File: src/pmusp_pkg.sv
// Package and register memory for the power unit serial register port
// Functional notes
// RQ1 - Four wires: select, clock, data in, out
// RQ2 - Write: 10, address, data; output low
// RQ3 - Read: 11, then five address bits
// RQ4 - Read data out MSB first, input ignored
// RQ5 - Enable device, set bucks, read status
// RQ6 - Program comparator reference, control bucks
// RQ7 - Select frames transfer; write after data
package pmusp_pkg;

  ////////////////////////////////////////////////////////////////////////////////
  // Frame layout
  localparam int unsigned ADDR_W      = 5;     // Register address width
  localparam int unsigned DATA_W      = 8;     // Register data width
  localparam int unsigned FRAME_W     = 15;    // Command, address, data bits
  localparam logic [4:0]  CNT_CMD_END = 5'h01; // Count at second command bit
  localparam logic [4:0]  CNT_ADDR_END = 5'h06; // Count at address bit 0
  localparam logic [4:0]  CNT_DATA_END = 5'h0e; // Count at data bit 0
  localparam logic [4:0]  CNT_MAX     = 5'h10; // Counter saturation point
  localparam logic [1:0]  CMD_WRITE   = 2'h2;  // Bits 1 then 0
  localparam logic [1:0]  CMD_READ    = 2'h3;  // Bits 1 then 1

  ////////////////////////////////////////////////////////////////////////////////
  // Register offsets
  localparam logic [4:0] OFS_BUCK3   = 5'h00; // Buck 3 voltage code
  localparam logic [4:0] OFS_BUCK1   = 5'h07; // Buck 1 voltage code
  localparam logic [4:0] OFS_BUCK2   = 5'h08; // Buck 2 voltage code
  localparam logic [4:0] OFS_BUCKCTL = 5'h0a; // Buck control
  localparam logic [4:0] OFS_COMP    = 5'h0b; // Comparator control
  localparam logic [4:0] OFS_STATUS  = 5'h0c; // Status flags, read only
  localparam logic [4:0] OFS_DEVEN   = 5'h0d; // Device enable

  ////////////////////////////////////////////////////////////////////////////////
  // Values after reset
  localparam logic [6:0] RST_BUCK3   = 7'h64;
  localparam logic [5:0] RST_BUCK1   = 6'h26;
  localparam logic [5:0] RST_BUCK2   = 6'h0e;
  localparam logic [4:0] RST_BUCKCTL = 5'h02;
  localparam logic [7:0] RST_COMP    = 8'h33;
  localparam logic       RST_DEVEN   = 1'h1;

  ////////////////////////////////////////////////////////////////////////////////
  // Carriers
  typedef struct packed {
    logic csN;   // Chip select, active low
    logic sclk;  // Serial clock from host
    logic sdi;   // Serial data in
  } pmusp_pins_t;

  typedef struct packed {
    logic       devEnable;  // Whole device enable
    logic [6:0] buck3Volt;  // Buck 3 voltage code
    logic [5:0] buck1Volt;  // Buck 1 voltage code
    logic [5:0] buck2Volt;  // Buck 2 voltage code
    logic [4:0] buckCtl;    // Forced PWM and enable bits
    logic [7:0] compCtl;    // Hysteresis, threshold, enable
  } pmusp_ctrl_t;

endpackage : pmusp_pkg

////////////////////////////////////////////////////////////////////////////////
// Register memory with registered read data
module pmusp_reg_mem
  import pmusp_pkg::*;
(
  // Clock and reset
  input  wire logic              clk,
  input  wire logic              rst_n,
  // Write side
  input  wire logic              wrEn,
  input  wire logic [ADDR_W-1:0] wrAddr,
  input  wire logic [DATA_W-1:0] wrData,
  // Read side
  input  wire logic [ADDR_W-1:0] rdAddr,
  output logic      [DATA_W-1:0] rdData
);

  logic [DATA_W-1:0] mem [2**ADDR_W]; // Storage array

  // Write port
  always_ff @(posedge clk) begin
    if (wrEn) begin
      mem[wrAddr] <= wrData;
    end
  end

  // Read port, data from a register
  always_ff @(posedge clk or negedge rst_n) begin
    if (!rst_n) begin
      rdData <= '0;
    end else begin
      rdData <= mem[rdAddr];
    end
  end

endmodule : pmusp_reg_mem

File: src/pmusp_port.sv
// Serial register port of the power management unit
module pmusp_port
  import pmusp_pkg::*;
(
  // Clock and reset
  input  wire logic         clk,
  input  wire logic         rst_n,
  // Serial pins from host
  input  wire pmusp_pins_t  pins,
  output logic              sdo,
  // Status flags from the analog side
  input  wire logic [7:0]   statusFlags,
  // Register controls to the regulators
  output pmusp_ctrl_t       ctrl
);

  ////////////////////////////////////////////////////////////////////////////////
  // Input synchronisers
  pmusp_pins_t pinsMeta;     // First stage, read by second only
  pmusp_pins_t pinsSync;     // Second stage
  logic [7:0]  statusMeta;   // First stage of status
  logic [7:0]  statusSync;   // Second stage of status
  logic        sclkPrev;     // Last synced clock level

  // Two flops on every outside input
  always_ff @(posedge clk or negedge rst_n) begin
    if (!rst_n) begin
      pinsMeta   <= '{csN: 1'b1, sclk: 1'b0, sdi: 1'b0};
      pinsSync   <= '{csN: 1'b1, sclk: 1'b0, sdi: 1'b0};
      statusMeta <= '0;
      statusSync <= '0;
    end else begin
      pinsMeta   <= pins;      // RQ1
      pinsSync   <= pinsMeta;
      statusMeta <= statusFlags;
      statusSync <= statusMeta;
    end
  end

  // Serial clock edge finder
  always_ff @(posedge clk or negedge rst_n) begin
    if (!rst_n) begin
      sclkPrev <= 1'b0;
    end else begin
      sclkPrev <= pinsSync.sclk;
    end
  end

  logic active;    // Frame open
  logic sclkRise;  // Host clock rose
  logic sclkFall;  // Host clock fell
  assign active   = !pinsSync.csN;
  assign sclkRise = active && pinsSync.sclk && !sclkPrev;
  assign sclkFall = active && !pinsSync.sclk && sclkPrev;

  ////////////////////////////////////////////////////////////////////////////////
  // Bit counter and input shifter
  logic [4:0]         bitCount;  // Bits taken in this frame
  logic [FRAME_W-2:0] shiftIn;   // Bits taken so far
  logic [1:0]         cmd;       // Captured command
  logic               cmdValid;  // Command bits complete

  // Count rising edges, cleared when select goes away
  always_ff @(posedge clk or negedge rst_n) begin
    if (!rst_n) begin
      bitCount <= '0;
    end else if (!active) begin
      bitCount <= '0;            // RQ7
    end else if (sclkRise && bitCount != CNT_MAX) begin
      bitCount <= bitCount + 5'h01;
    end
  end

  // Shift in host data
  always_ff @(posedge clk or negedge rst_n) begin
    if (!rst_n) begin
      shiftIn <= '0;
    end else if (sclkRise && bitCount < CNT_DATA_END) begin
      shiftIn <= {shiftIn[FRAME_W-3:0], pinsSync.sdi};
    end
  end

  // Capture the two command bits
  always_ff @(posedge clk or negedge rst_n) begin
    if (!rst_n) begin
      cmd      <= '0;
      cmdValid <= 1'b0;
    end else if (!active) begin
      cmdValid <= 1'b0;
    end else if (sclkRise && bitCount == CNT_CMD_END) begin
      cmd      <= {shiftIn[0], pinsSync.sdi};  // RQ2 RQ3
      cmdValid <= 1'b1;
    end
  end

  ////////////////////////////////////////////////////////////////////////////////
  // Decode of address and write data
  logic              readReq;   // Read address complete
  logic              wrPulse;   // Full write frame taken
  logic [ADDR_W-1:0] addr;      // Register address
  logic [DATA_W-1:0] wrData;    // Data to store

  // Address capture, read request
  always_ff @(posedge clk or negedge rst_n) begin
    if (!rst_n) begin
      addr    <= '0;
      readReq <= 1'b0;
    end else begin
      readReq <= 1'b0;
      if (sclkRise && bitCount == CNT_ADDR_END) begin
        addr    <= {shiftIn[3:0], pinsSync.sdi};
        readReq <= (cmd == CMD_READ);       // RQ3
      end
    end
  end

  // Write only after the eighth data bit
  always_ff @(posedge clk or negedge rst_n) begin
    if (!rst_n) begin
      wrPulse <= 1'b0;
      wrData  <= '0;
    end else begin
      wrPulse <= 1'b0;
      if (sclkRise && bitCount == CNT_DATA_END && cmd == CMD_WRITE) begin
        wrPulse <= 1'b1;                    // RQ7
        wrData  <= {shiftIn[6:0], pinsSync.sdi};
      end
    end
  end

  ////////////////////////////////////////////////////////////////////////////////
  // Register storage and control outputs
  logic [DATA_W-1:0] memData;   // Plain register read data
  logic              readLoad;  // Memory data now valid

  pmusp_reg_mem u_mem (
    .clk    (clk),
    .rst_n  (rst_n),
    .wrEn   (wrPulse),
    .wrAddr (addr),
    .wrData (wrData),
    .rdAddr (addr),
    .rdData (memData)
  );

  // Control registers written from the port
  always_ff @(posedge clk or negedge rst_n) begin
    if (!rst_n) begin
      ctrl <= '{devEnable: RST_DEVEN, buck3Volt: RST_BUCK3, buck1Volt: RST_BUCK1,
                buck2Volt: RST_BUCK2, buckCtl: RST_BUCKCTL, compCtl: RST_COMP};
    end else if (wrPulse) begin
      case (addr)
        OFS_BUCK3:   ctrl.buck3Volt <= wrData[6:0];  // RQ5
        OFS_BUCK1:   ctrl.buck1Volt <= wrData[5:0];  // RQ5
        OFS_BUCK2:   ctrl.buck2Volt <= wrData[5:0];  // RQ5
        OFS_BUCKCTL: ctrl.buckCtl   <= wrData[4:0];  // RQ6
        OFS_COMP:    ctrl.compCtl   <= wrData;       // RQ6
        OFS_DEVEN:   ctrl.devEnable <= wrData[0];    // RQ5
        default:     ctrl           <= ctrl;         // Plain storage only
      endcase
    end
  end

  // Memory read data valid one cycle later
  always_ff @(posedge clk or negedge rst_n) begin
    if (!rst_n) begin
      readLoad <= 1'b0;
    end else begin
      readLoad <= readReq;
    end
  end

  // Read value selection
  logic [DATA_W-1:0] readValue;
  always_comb begin
    case (addr)
      OFS_BUCK3:   readValue = {1'b0, ctrl.buck3Volt};
      OFS_BUCK1:   readValue = {2'b00, ctrl.buck1Volt};
      OFS_BUCK2:   readValue = {2'b00, ctrl.buck2Volt};
      OFS_BUCKCTL: readValue = {3'b000, ctrl.buckCtl};
      OFS_COMP:    readValue = ctrl.compCtl;
      OFS_STATUS:  readValue = statusSync;           // RQ5
      OFS_DEVEN:   readValue = {7'h00, ctrl.devEnable};
      default:     readValue = memData;
    endcase
  end

  ////////////////////////////////////////////////////////////////////////////////
  // Output shifter
  logic [DATA_W-1:0] shiftOut;   // Read data still to send
  logic              readPhase;  // Data phase of a read

  // Load when memory data is valid, shift on falling host clock
  always_ff @(posedge clk or negedge rst_n) begin
    if (!rst_n) begin
      shiftOut  <= '0;
      readPhase <= 1'b0;
      sdo       <= 1'b0;
    end else if (!active) begin
      readPhase <= 1'b0;
      sdo       <= 1'b0;
    end else if (readLoad) begin
      shiftOut  <= readValue;
      readPhase <= 1'b1;
    end else if (sclkFall && readPhase) begin
      sdo      <= shiftOut[DATA_W-1];               // RQ4
      shiftOut <= {shiftOut[DATA_W-2:0], 1'b0};
    end else if (!readPhase) begin
      sdo <= 1'b0;                                  // RQ2
    end
  end
endmodule : pmusp_port

File: config.mk
export PLATFORM = sky130hd
export DESIGN_NAME = pmusp_port
export DESIGN_NICKNAME = d
export VERILOG_FILES = /design/src/pmusp_pkg.sv /design/src/pmusp_port.sv
export SDC_FILE = /design/constraint.sdc
export NUM_CORES = 1
export LEC_CHECK = 0
export ABC_AREA = 1
export BUFFER_PORTS_ARGS = -buffer_cell sky130_fd_sc_hd__buf_2
export CORE_ASPECT_RATIO = 1.25
export CORE_MARGIN = 4
export CORE_UTILIZATION = 25
export CTS_BUF_LIST = sky130_fd_sc_hd__clkbuf_8
export CTS_CLUSTER_SIZE = 30
export DETAILED_ROUTE_END_ITERATION = 7
export GPL_TIMING_DRIVEN = 0
export PLACE_DENSITY = 0.35
export SYNTH_ARGS = -nofsm -noshare
export SYNTH_HDL_FRONTEND = slang
export SYNTH_SLANG_ARGS = --single-unit
File: constraint.sdc
create_clock -name clk -period 2.9 [get_ports clk]
set_clock_uncertainty 0.05 [all_clocks]
set_input_delay 0.87 -clock clk [delete_from_list [all_inputs] [get_ports clk]]
set_output_delay 0.87 -clock clk [all_outputs]
set_load 0.05 [all_outputs]
==> results of run 1 <==
-- timing repair --
item | CTS | global route
gates resized for setup | 3 | 9
hold buffers | 0 | 0
hold endpoints to repair | 0 | 0
setup endpoints to repair | 20 | 88
-- power breakdown --
group / total, mW / internal [mW] / switching [mW]
Sequential: 5.53 / 5.51 / 0.0243
Clock: 4.22 / 2.08 / 2.13
Combinational: 0.103 / 0.0301 / 0.0733
Total: 9.85 / 7.62 / 2.23
-- Yosys cell counts, drive strengths merged --
cell	n	area [um^2]
dfstp	17	447
and3	1	6.26
dfrtp	87	2180
edfxtp	256	7690
ha	4	50.1
o21ai	63	319
mux2	1	11.3
nor3	6	30.0
nand3	60	300
buf	33	166
o21bai	1	7.51
clkbuf	15	56.3
a22oi	96	721
o22ai	1	6.26
nand4	27	169
a21oi	16	80.1
nand2	302	1140
inv	50	188
nor2	93	397
-- through the flow --
| stage | cell area (um^2) | utilization, % | hold WS, ns | power [mW] |
|---|---|---|---|---|
| after detailed placement | 15100 | 27.5 | 0.286 | 5.75 |
| after global routing | 16300 | 29.5 | 0.215 | 10.2 |
| final | 16300 | 29.5 | 0.214 | 9.85 |
| after global placement | 15100 | 27.4 | 0.283 | 5.74 |
| after CTS | 16300 | 29.5 | 0.195 | 10.0 |
| after floorplan | 14000 | - | 0.281 | 5.67 |
-- per-layer routing --
layer	GRT usage, %	share of wire (%)	vias up
li1	-	-	4254
met1	19.1	42	4555
met2	27.7	51	189
met3	2.78	3.6	93
met4	5.62	3.5	0
met5	0	0	-
-- kinds of logic (layout without fill, tap and decap cells) --
| group | count (synthesis) | count (layout) | synth area share [%] |
|---|---|---|---|
| flip-flops | 360 | 360 | 73.9 |
| AO/OA/AOI/OAI | 177 | 177 | 8.12 |
| multiplexers | 1 | 1 | 0.0807 |
| adder cells (fa/ha/maj) | 4 | 4 | 0.359 |
| AND/OR/NAND/NOR | 489 | 489 | 14.6 |
| buffers and inverters | 98 | 259 | 2.94 |
| other | 0 | 1 | 0 |
-- worst max-delay path: cells and delay by family (launching register included) --
family | cells | cell delay, ns
buf+inv | 2 | 0.53
flops | 1 | 0.47
simple gates | 3 | 1.38
-- worst max-delay path by stage --
stage	from	end	slack, ns	cells past startpoint
floorplan	addr[2]	u_mem.mem[27][0]	0.90	6
global placement	rst_n	wrData[4]	-0.43	1
detailed placement	addr[1]	u_mem.mem[2][1]	-0.03	5
CTS	addr[0]	u_mem.mem[9][4]	-0.02	5
global route	addr[1]	u_mem.mem[6][4]	-0.05	5
finish	addr[1]	u_mem.mem[6][4]	0.1	5
-- flip-flops by register name, indices dropped and copies added (netlist names), 2 cells and up --
register      count
u_mem.mem       256
ctrl             33
shiftOut          8
statusMeta        8
statusSync        8
u_mem.rdData      8
wrData            8
shiftIn           7
addr              5
bitCount          5
pinsMeta          3
pinsSync          3
cmd               2
-- area by class of cell --
class,instances,area share (%)
flip-flops and latches,360,63.4
well taps,735,5.65
multi-input cells,671,20.1
plain buffers,48,1.37
inverters,50,1.15
diodes,1,0.0154
repair buffers,47,1.60
clock buffers,66,5.58
clock inverters,48,1.22
==> impl_metrics.ini, run 1 <==
[clock_tree]
htree_levels = 2
clock_path_buffers = 3
clkTransAtPathRegs_ns = 0.06
cts-root-buf = clkbuf_8
worstSkewPairLatency_ns = 0.66
clkSinkCount = 360
cts_setup_buffers = 0
cts_tree = built
cts_made_buffers = 61

[drt]
num_vias = 9091
routed_wl_um = 46600
drc = 0
ant_nets = 0
drt-pass1-iter-count = 5
vias_per_cell = 4.49
first_iter_violations = 419
wire_per_inst_um = 23.0

[worst_setup_path]
critical_path_class = flop to flop
timing.rr.end = u_mem.mem[6][4]
endpoint_kind = flop
ff2ff_setup_slack_ns = 0.1
start_kind = flop
arrival_ns = 3.03
path_cells = inv_2, nor2_2, buf_2, nand2_2, nor2_1
r2r_cells = 5
slowest_delay_ns = 0.76
r2r-start = addr[1]
required_ns = 3.13
crit_fanout = 10
critPathSlowestCell = nor2_1

[logic_synthesis]
syn_nets = 1146
syn_area_per_cell_um2 = 12.4
ys_types = 27
synth_area_mm2 = 0.0140
synth.yosys.seq_area_share_pct = 73.9
ys_warn_count = 0
ys_seq_elements = 360
netlist_instances = 1129

[placement]
portBuffers = 46
gp_congestion = 0.785
dp_slack_ns = -0.0328
dp_hpwl_um = 30600
dp_cells = 1911

[cells_and_area]
areaGrowthSynthToFinish_pct = 16.7
final_cell_mix = 299 x nand2_1, 256 x edfxtp_1, 96 x a22oi_1
regArea_mm2 = 0.0103
nets = 1256
multi_input_area_mm2 = 0.00327
final_common_cell = nand2_1
fillers = 5719
post_layout_nonfiller_instances = 2026
drive_gt1_share_pct = 16.7

[timing]
hold_violations = 0
tns_ns = 0
finalSetupViolations = 0
tightest_slew_ns = 1.24
drv_slew = 0
period_needed_ns = 2.80
final.setup.worst_slack_ns = 0.0989
rsz0062_at_grt = true
max_freq_mhz = 357
finalCritPeriodShare_pct = 96.6
relSlewSlack_pct = 17.1

[grt]
grt_pass1_vias = 9661
antenna_found_initial = 1
grt_first_pass_wirelength_um = 67500
grt_max_degree = 55
grt_overflow = 0
grt_usage_pct = 15.7

[floorplanning]
fp-row-count = 96
die_area_mm2 = 0.0597
coreArea_mm2 = 0.0551
dieWidth_um = 219
die_h_um = 272
start_util_pct = 25.3
pin_count = 47

[status]
outcome = complete, no violations

[flow_run]
maxCapViolations = 0

[power]
peakVddDrop_uv = 345
p_per_area_mw_per_mm2 = 605
p_leak_nw = 6.43

[worst_hold_path]
hold_class = primary input to asynchronous set/reset pin
(Power assumes the default switching activity.)
==> run 2, diff against run 1 <==
- clock period: 2.9 -> 3.4 ns (I/O delays scaled with it)
==> run 2 against run 1 <==
Sequential share of layout area grew 0.12 points. Clock power decreased by 15%. Non-clock buffer count unchanged. Sequential cell count unchanged. Critical path depth is the same. Sequential power decreased by 15%. First-iteration DRC count grew 21%. Clock-buffer cell count unchanged. Largest power group unchanged. Maximum frequency down 2.7%. Cell count unchanged. Register-to-register slack gained 0.42 ns.
==> impl_metrics.ini, run 2 (synthesis gave the netlist of run 1 again) <==
[status]
outcome = complete, no violations

[drt]
met2_length_um = 23800
ant_nets = 0
routed_wl_um = 46600
first_iter_violations = 505
drc = 0
vias_per_cell = 4.49
wire_per_inst_um = 23.0
num_vias = 9090
top_layer_used = met4
wl_met3_um = 1670
wl_met1_um = 19500
drt-pass1-iter-count = 5

[power]
design_power_total_mw = 8.41
peakVddDrop_uv = 295
p_leak_nw = 6.44
p_per_area_mw_per_mm2 = 517

[floorplanning]
start_util_pct = 25.3
die_h_um = 272
dieWidth_um = 219
pin_count = 47
coreArea_mm2 = 0.0551
fp-row-count = 96
die_area_mm2 = 0.0597

[placement]
dp_slack_ns = 0.467
dp_hpwl_um = 30600
portBuffers = 46
gp_congestion = 0.785

[clock_tree]
cts_setup_buffers = 0
worstSkewPairLatency_ns = 0.66
cts_made_buffers = 61
clkTransAtPathRegs_ns = 0.06
cts_tree = built
clkSinkCount = 360
post_cts_resized = 0
cts_hold_buf = 0
htree_levels = 2
clock_path_buffers = 3
cts-root-buf = clkbuf_8

[timing]
relSlewSlack_pct = 15.4
max_freq_mhz = 347
tightest_slew_ns = 1.27
finalCritPeriodShare_pct = 84.7
drv_slew = 0
period_needed_ns = 2.88
hold_violations = 0
final.setup.worst_slack_ns = 0.521
fin_hold_ws_ns = 0.299
rsz0062_at_grt = false
finalSetupViolations = 0

[worst_setup_path]
critical_path_class = flop to flop
crit_fanout = 10
start_kind = flop
ff2ff_setup_slack_ns = 0.52
required_ns = 3.63
endpoint_kind = flop
arrival_ns = 3.11

[cells_and_area]
top_register = u_mem.mem
largest_reg_flops = 256
drive_gt1_share_pct = 15.7
top_regs = u_mem.mem (256), ctrl (33)
fin_util_pct = 29.5
areaGrowthSynthToFinish_pct = 16.5
nets = 1256
final_cell_mix = 299 x nand2_1, 256 x edfxtp_1, 96 x a22oi_1
final_common_cell = nand2_1

[grt]
grt_pass1_vias = 9680
grt_overflow = 0
antenna_found_initial = 1
grt_usage_pct = 15.7
grt_max_degree = 55
grt_first_pass_wirelength_um = 67500

[worst_hold_path]
hold_class = flop to flop

[flow_run]
maxCapViolations = 0
run 2: cell counts in the layout (fill, tap and decap cells not counted):
No cell type changed its count.
run 2: area by class of cell:
cell class / count / area (um^2)
inverter: 50 / 188
buffer: 48 / 223
sequential: 360 / 10300
multi-input combinational: 671 / 3240
tap: 735 / 920
fill: 5717 / 38900
antenna: 1 / 2.50
clock buffer: 66 / 908
clock inverter: 48 / 199
timing repair buffer: 47 / 260
run 2: worst paths after layout:
| kind | startpoint | endpoint | cells past startpoint |
|---|---|---|---|
| setup / recovery | addr[1] | u_mem.mem[2][1] | 5 |
| setup reg to reg | addr[1] | u_mem.mem[2][1] | 5 |
| hold reg to reg | statusMeta[0] | statusSync[0] | 0 |
| hold / removal | statusMeta[0] | statusSync[0] | 0 |
| min in group asynchronous | rst_n | ctrl[2] | 1 |
| max in group asynchronous | rst_n | pinsMeta[2] | 2 |
run 2: worst max-delay path: stages (launching register included):
cell	delay, ns
dfrtp_1	0.47
inv_2	0.09
nor2_2	0.27
buf_2	0.42
nand2_2	0.32
nor2_1	0.89
run 2: per-stage QoR:
step           instances  TNS [ns]  area (um^2)
2_1_floorplan       1129         0        14000
3_3_place_gp        1910     -5.40        15100
3_5_place_dp        1911         0        15100
4_1_cts             2025         0        16300
5_1_grt             2026         0        16300
6_report            2026         0        16300
run 2: routing by layer:
layer	track usage, %	vias to the layer above
li1	-	4262
met2	27.7	190
met3	2.83	94
met5	0	-
met4	5.66	0
met1	19.1	4544
run 2: power by group:
| group | switching [mW] | internal [mW] | total, mW |
|---|---|---|---|
| logic | 0.0623 | 0.0256 | 0.0879 |
| clock network | 1.82 | 1.78 | 3.60 |
| registers | 0.0208 | 4.70 | 4.72 |
==> run 3, diff against run 2 <==
- clock period: 3.4 -> 2.82 ns (I/O delays scaled with it)
==> run 3 against run 2 <==
Clock power is 21% higher. Maximum frequency increased by 3.8%. Hold slack got worse by 0.11 ns. Core utilization up 0.077 points. Highest routed layer unchanged. Via count about the same. Critical path type unchanged. Global-route usage is essentially flat. Combinational power grew 21%.
==> impl_metrics.ini, run 3 (synthesis gave the netlist of run 1 again) <==
[timing]
drv_slew = 0
finalCritPeriodShare_pct = 98.4
relSlewSlack_pct = 14.1
finalSetupViolations = 0
period_needed_ns = 2.77
rsz0062_at_grt = true
max_freq_mhz = 360
tightest_slew_ns = 1.29
hold_violations = 0
final.setup.worst_slack_ns = 0.0451

[floorplanning]
dieWidth_um = 219
fp-row-count = 96
pin_count = 47
coreArea_mm2 = 0.0551
die_h_um = 272
start_util_pct = 25.3
die_area_mm2 = 0.0597

[drt]
drc = 0
num_vias = 9085
ant_nets = 0
routed_wl_um = 46600
drt-pass1-iter-count = 4
first_iter_violations = 449
vias_per_cell = 4.48
wire_per_inst_um = 23.0

[placement]
dp_cells = 1911
dp_slack_ns = -0.113
gp_congestion = 0.785
dp_hpwl_um = 30600
portBuffers = 46

[grt]
grt_usage_pct = 15.7
grt_overflow = 0
grt_first_pass_wirelength_um = 67500
grt_max_degree = 55
antenna_found_initial = 1
grt_pass1_vias = 9661

[cells_and_area]
nets = 1256
areaGrowthSynthToFinish_pct = 16.8
drive_gt1_share_pct = 17.1
fin_util_pct = 29.6
top_regs = u_mem.mem (256), ctrl (33)
top_register = u_mem.mem
final_cell_mix = 299 x nand2_1, 256 x edfxtp_1, 96 x a22oi_1
final_common_cell = nand2_1
post_layout_nonfiller_instances = 2026
largest_reg_flops = 256

[worst_setup_path]
critPathSlowestCell = nor2_1
arrival_ns = 3.02
ff2ff_setup_slack_ns = 0.05
path_cells = inv_2, nor2_1, buf_2, nand2_1, nor2_1
cp_num_buf_inv = 2
crit_family = simple AND/OR/NAND/NOR gates
critical_path_class = flop to flop
required_ns = 3.06
r2r_cells = 5
path_common_cell = nor2_1
critPathLaunch = addr[0]
crit_fanout = 10
path_depth = 5
timing.rr.end = u_mem.mem[17][0]
endpoint_kind = flop
start_kind = flop
r2r-start = addr[0]
cp-endpoint = u_mem.mem[17][0]
slowest_delay_ns = 0.79

[power]
p_per_area_mw_per_mm2 = 622
p_leak_nw = 6.43
design_power_total_mw = 10.1
peakVddDrop_uv = 355

[clock_tree]
cts_hold_buf = 0
cts_made_buffers = 61
cts-root-buf = clkbuf_8
clkTransAtPathRegs_ns = 0.06
worstSkewPairLatency_ns = 0.66
cts_tree = built
clock_path_buffers = 3
clkSinkCount = 360
htree_levels = 2
cts_setup_buffers = 0

[worst_hold_path]
hold_class = primary input to asynchronous set/reset pin

[status]
outcome = complete, no violations

[flow_run]
maxCapViolations = 0
run 3: cell counts in the layout (fill, tap and decap cells not counted):
No cell type changed its count.
run 3: how the worst min path moves through the flow:
stage | start | slack (ns) | cells after the start | to
4_1_cts | rst_n | 0.17 | 1 | statusMeta[3]
3_5_place_dp | statusMeta[0] | 0.29 | 0 | statusSync[0]
5_1_grt | statusFlags[1] | 0.19 | 1 | statusMeta[1]
2_1_floorplan | pinsMeta[0] | 0.28 | 0 | pinsSync[0]
6_report | rst_n | 0.19 | 1 | ctrl[2]
3_3_place_gp | statusMeta[5] | 0.28 | 0 | statusSync[5]
run 3: power breakdown:
| part | internal [mW] | switching [mW] | leakage [nW] | total [mW] |
|---|---|---|---|---|
| clock | 2.14 | 2.20 | 0.669 | 4.34 |
| sequential | 5.66 | 0.0250 | 3.98 | 5.69 |
| combinational | 0.0309 | 0.0754 | 1.79 | 0.106 |
| total | 7.84 | 2.30 | 6.43 | 10.1 |
run 3: stage by stage:
step	setup TNS (ns)	area (um^2)	hold WS (ns)
after floorplan	0	14000	0.281
after global placement	-43.74	15100	0.283
after detailed placement	-3.12	15100	0.286
after CTS	-1.69	16300	0.171
after global routing	-1.78	16300	0.191
final	0	16300	0.192
run 3: final cells by class:
class,instances,area (um^2)
Antenna cell,1,2.50
Buffer,48,223
Clock buffer,66,908
Clock inverter,48,199
Fill cell,5722,38800
Inverter,50,188
Multi-Input combinational cell,671,3280
Sequential cell,360,10300
Tap cell,735,920
Timing Repair Buffer,47,260
run 3: repair_timing:
item / in CTS / in global routing
setup endpoints to repair: 68 / 88
endpoints found under the hold margin: 0 / 0
gates resized for setup: 7 / 10
run 3: routing by layer:
layer | wire length (um) | global-route usage, % | share of wire (%)
met4 | 1590 | 5.62 | 3.4
met5 | 0 | 0 | 0
met3 | 1770 | 2.78 | 3.8
met1 | 19500 | 19.1 | 42
met2 | 23700 | 27.7 | 51
run 3: worst register-to-register path, stage by stage, from the launching register on:
cell and delay [ns]:
dfrtp_1 0.47, inv_2 0.04, nor2_1 0.25, buf_2 0.35
nand2_1 0.46, nor2_1 0.79
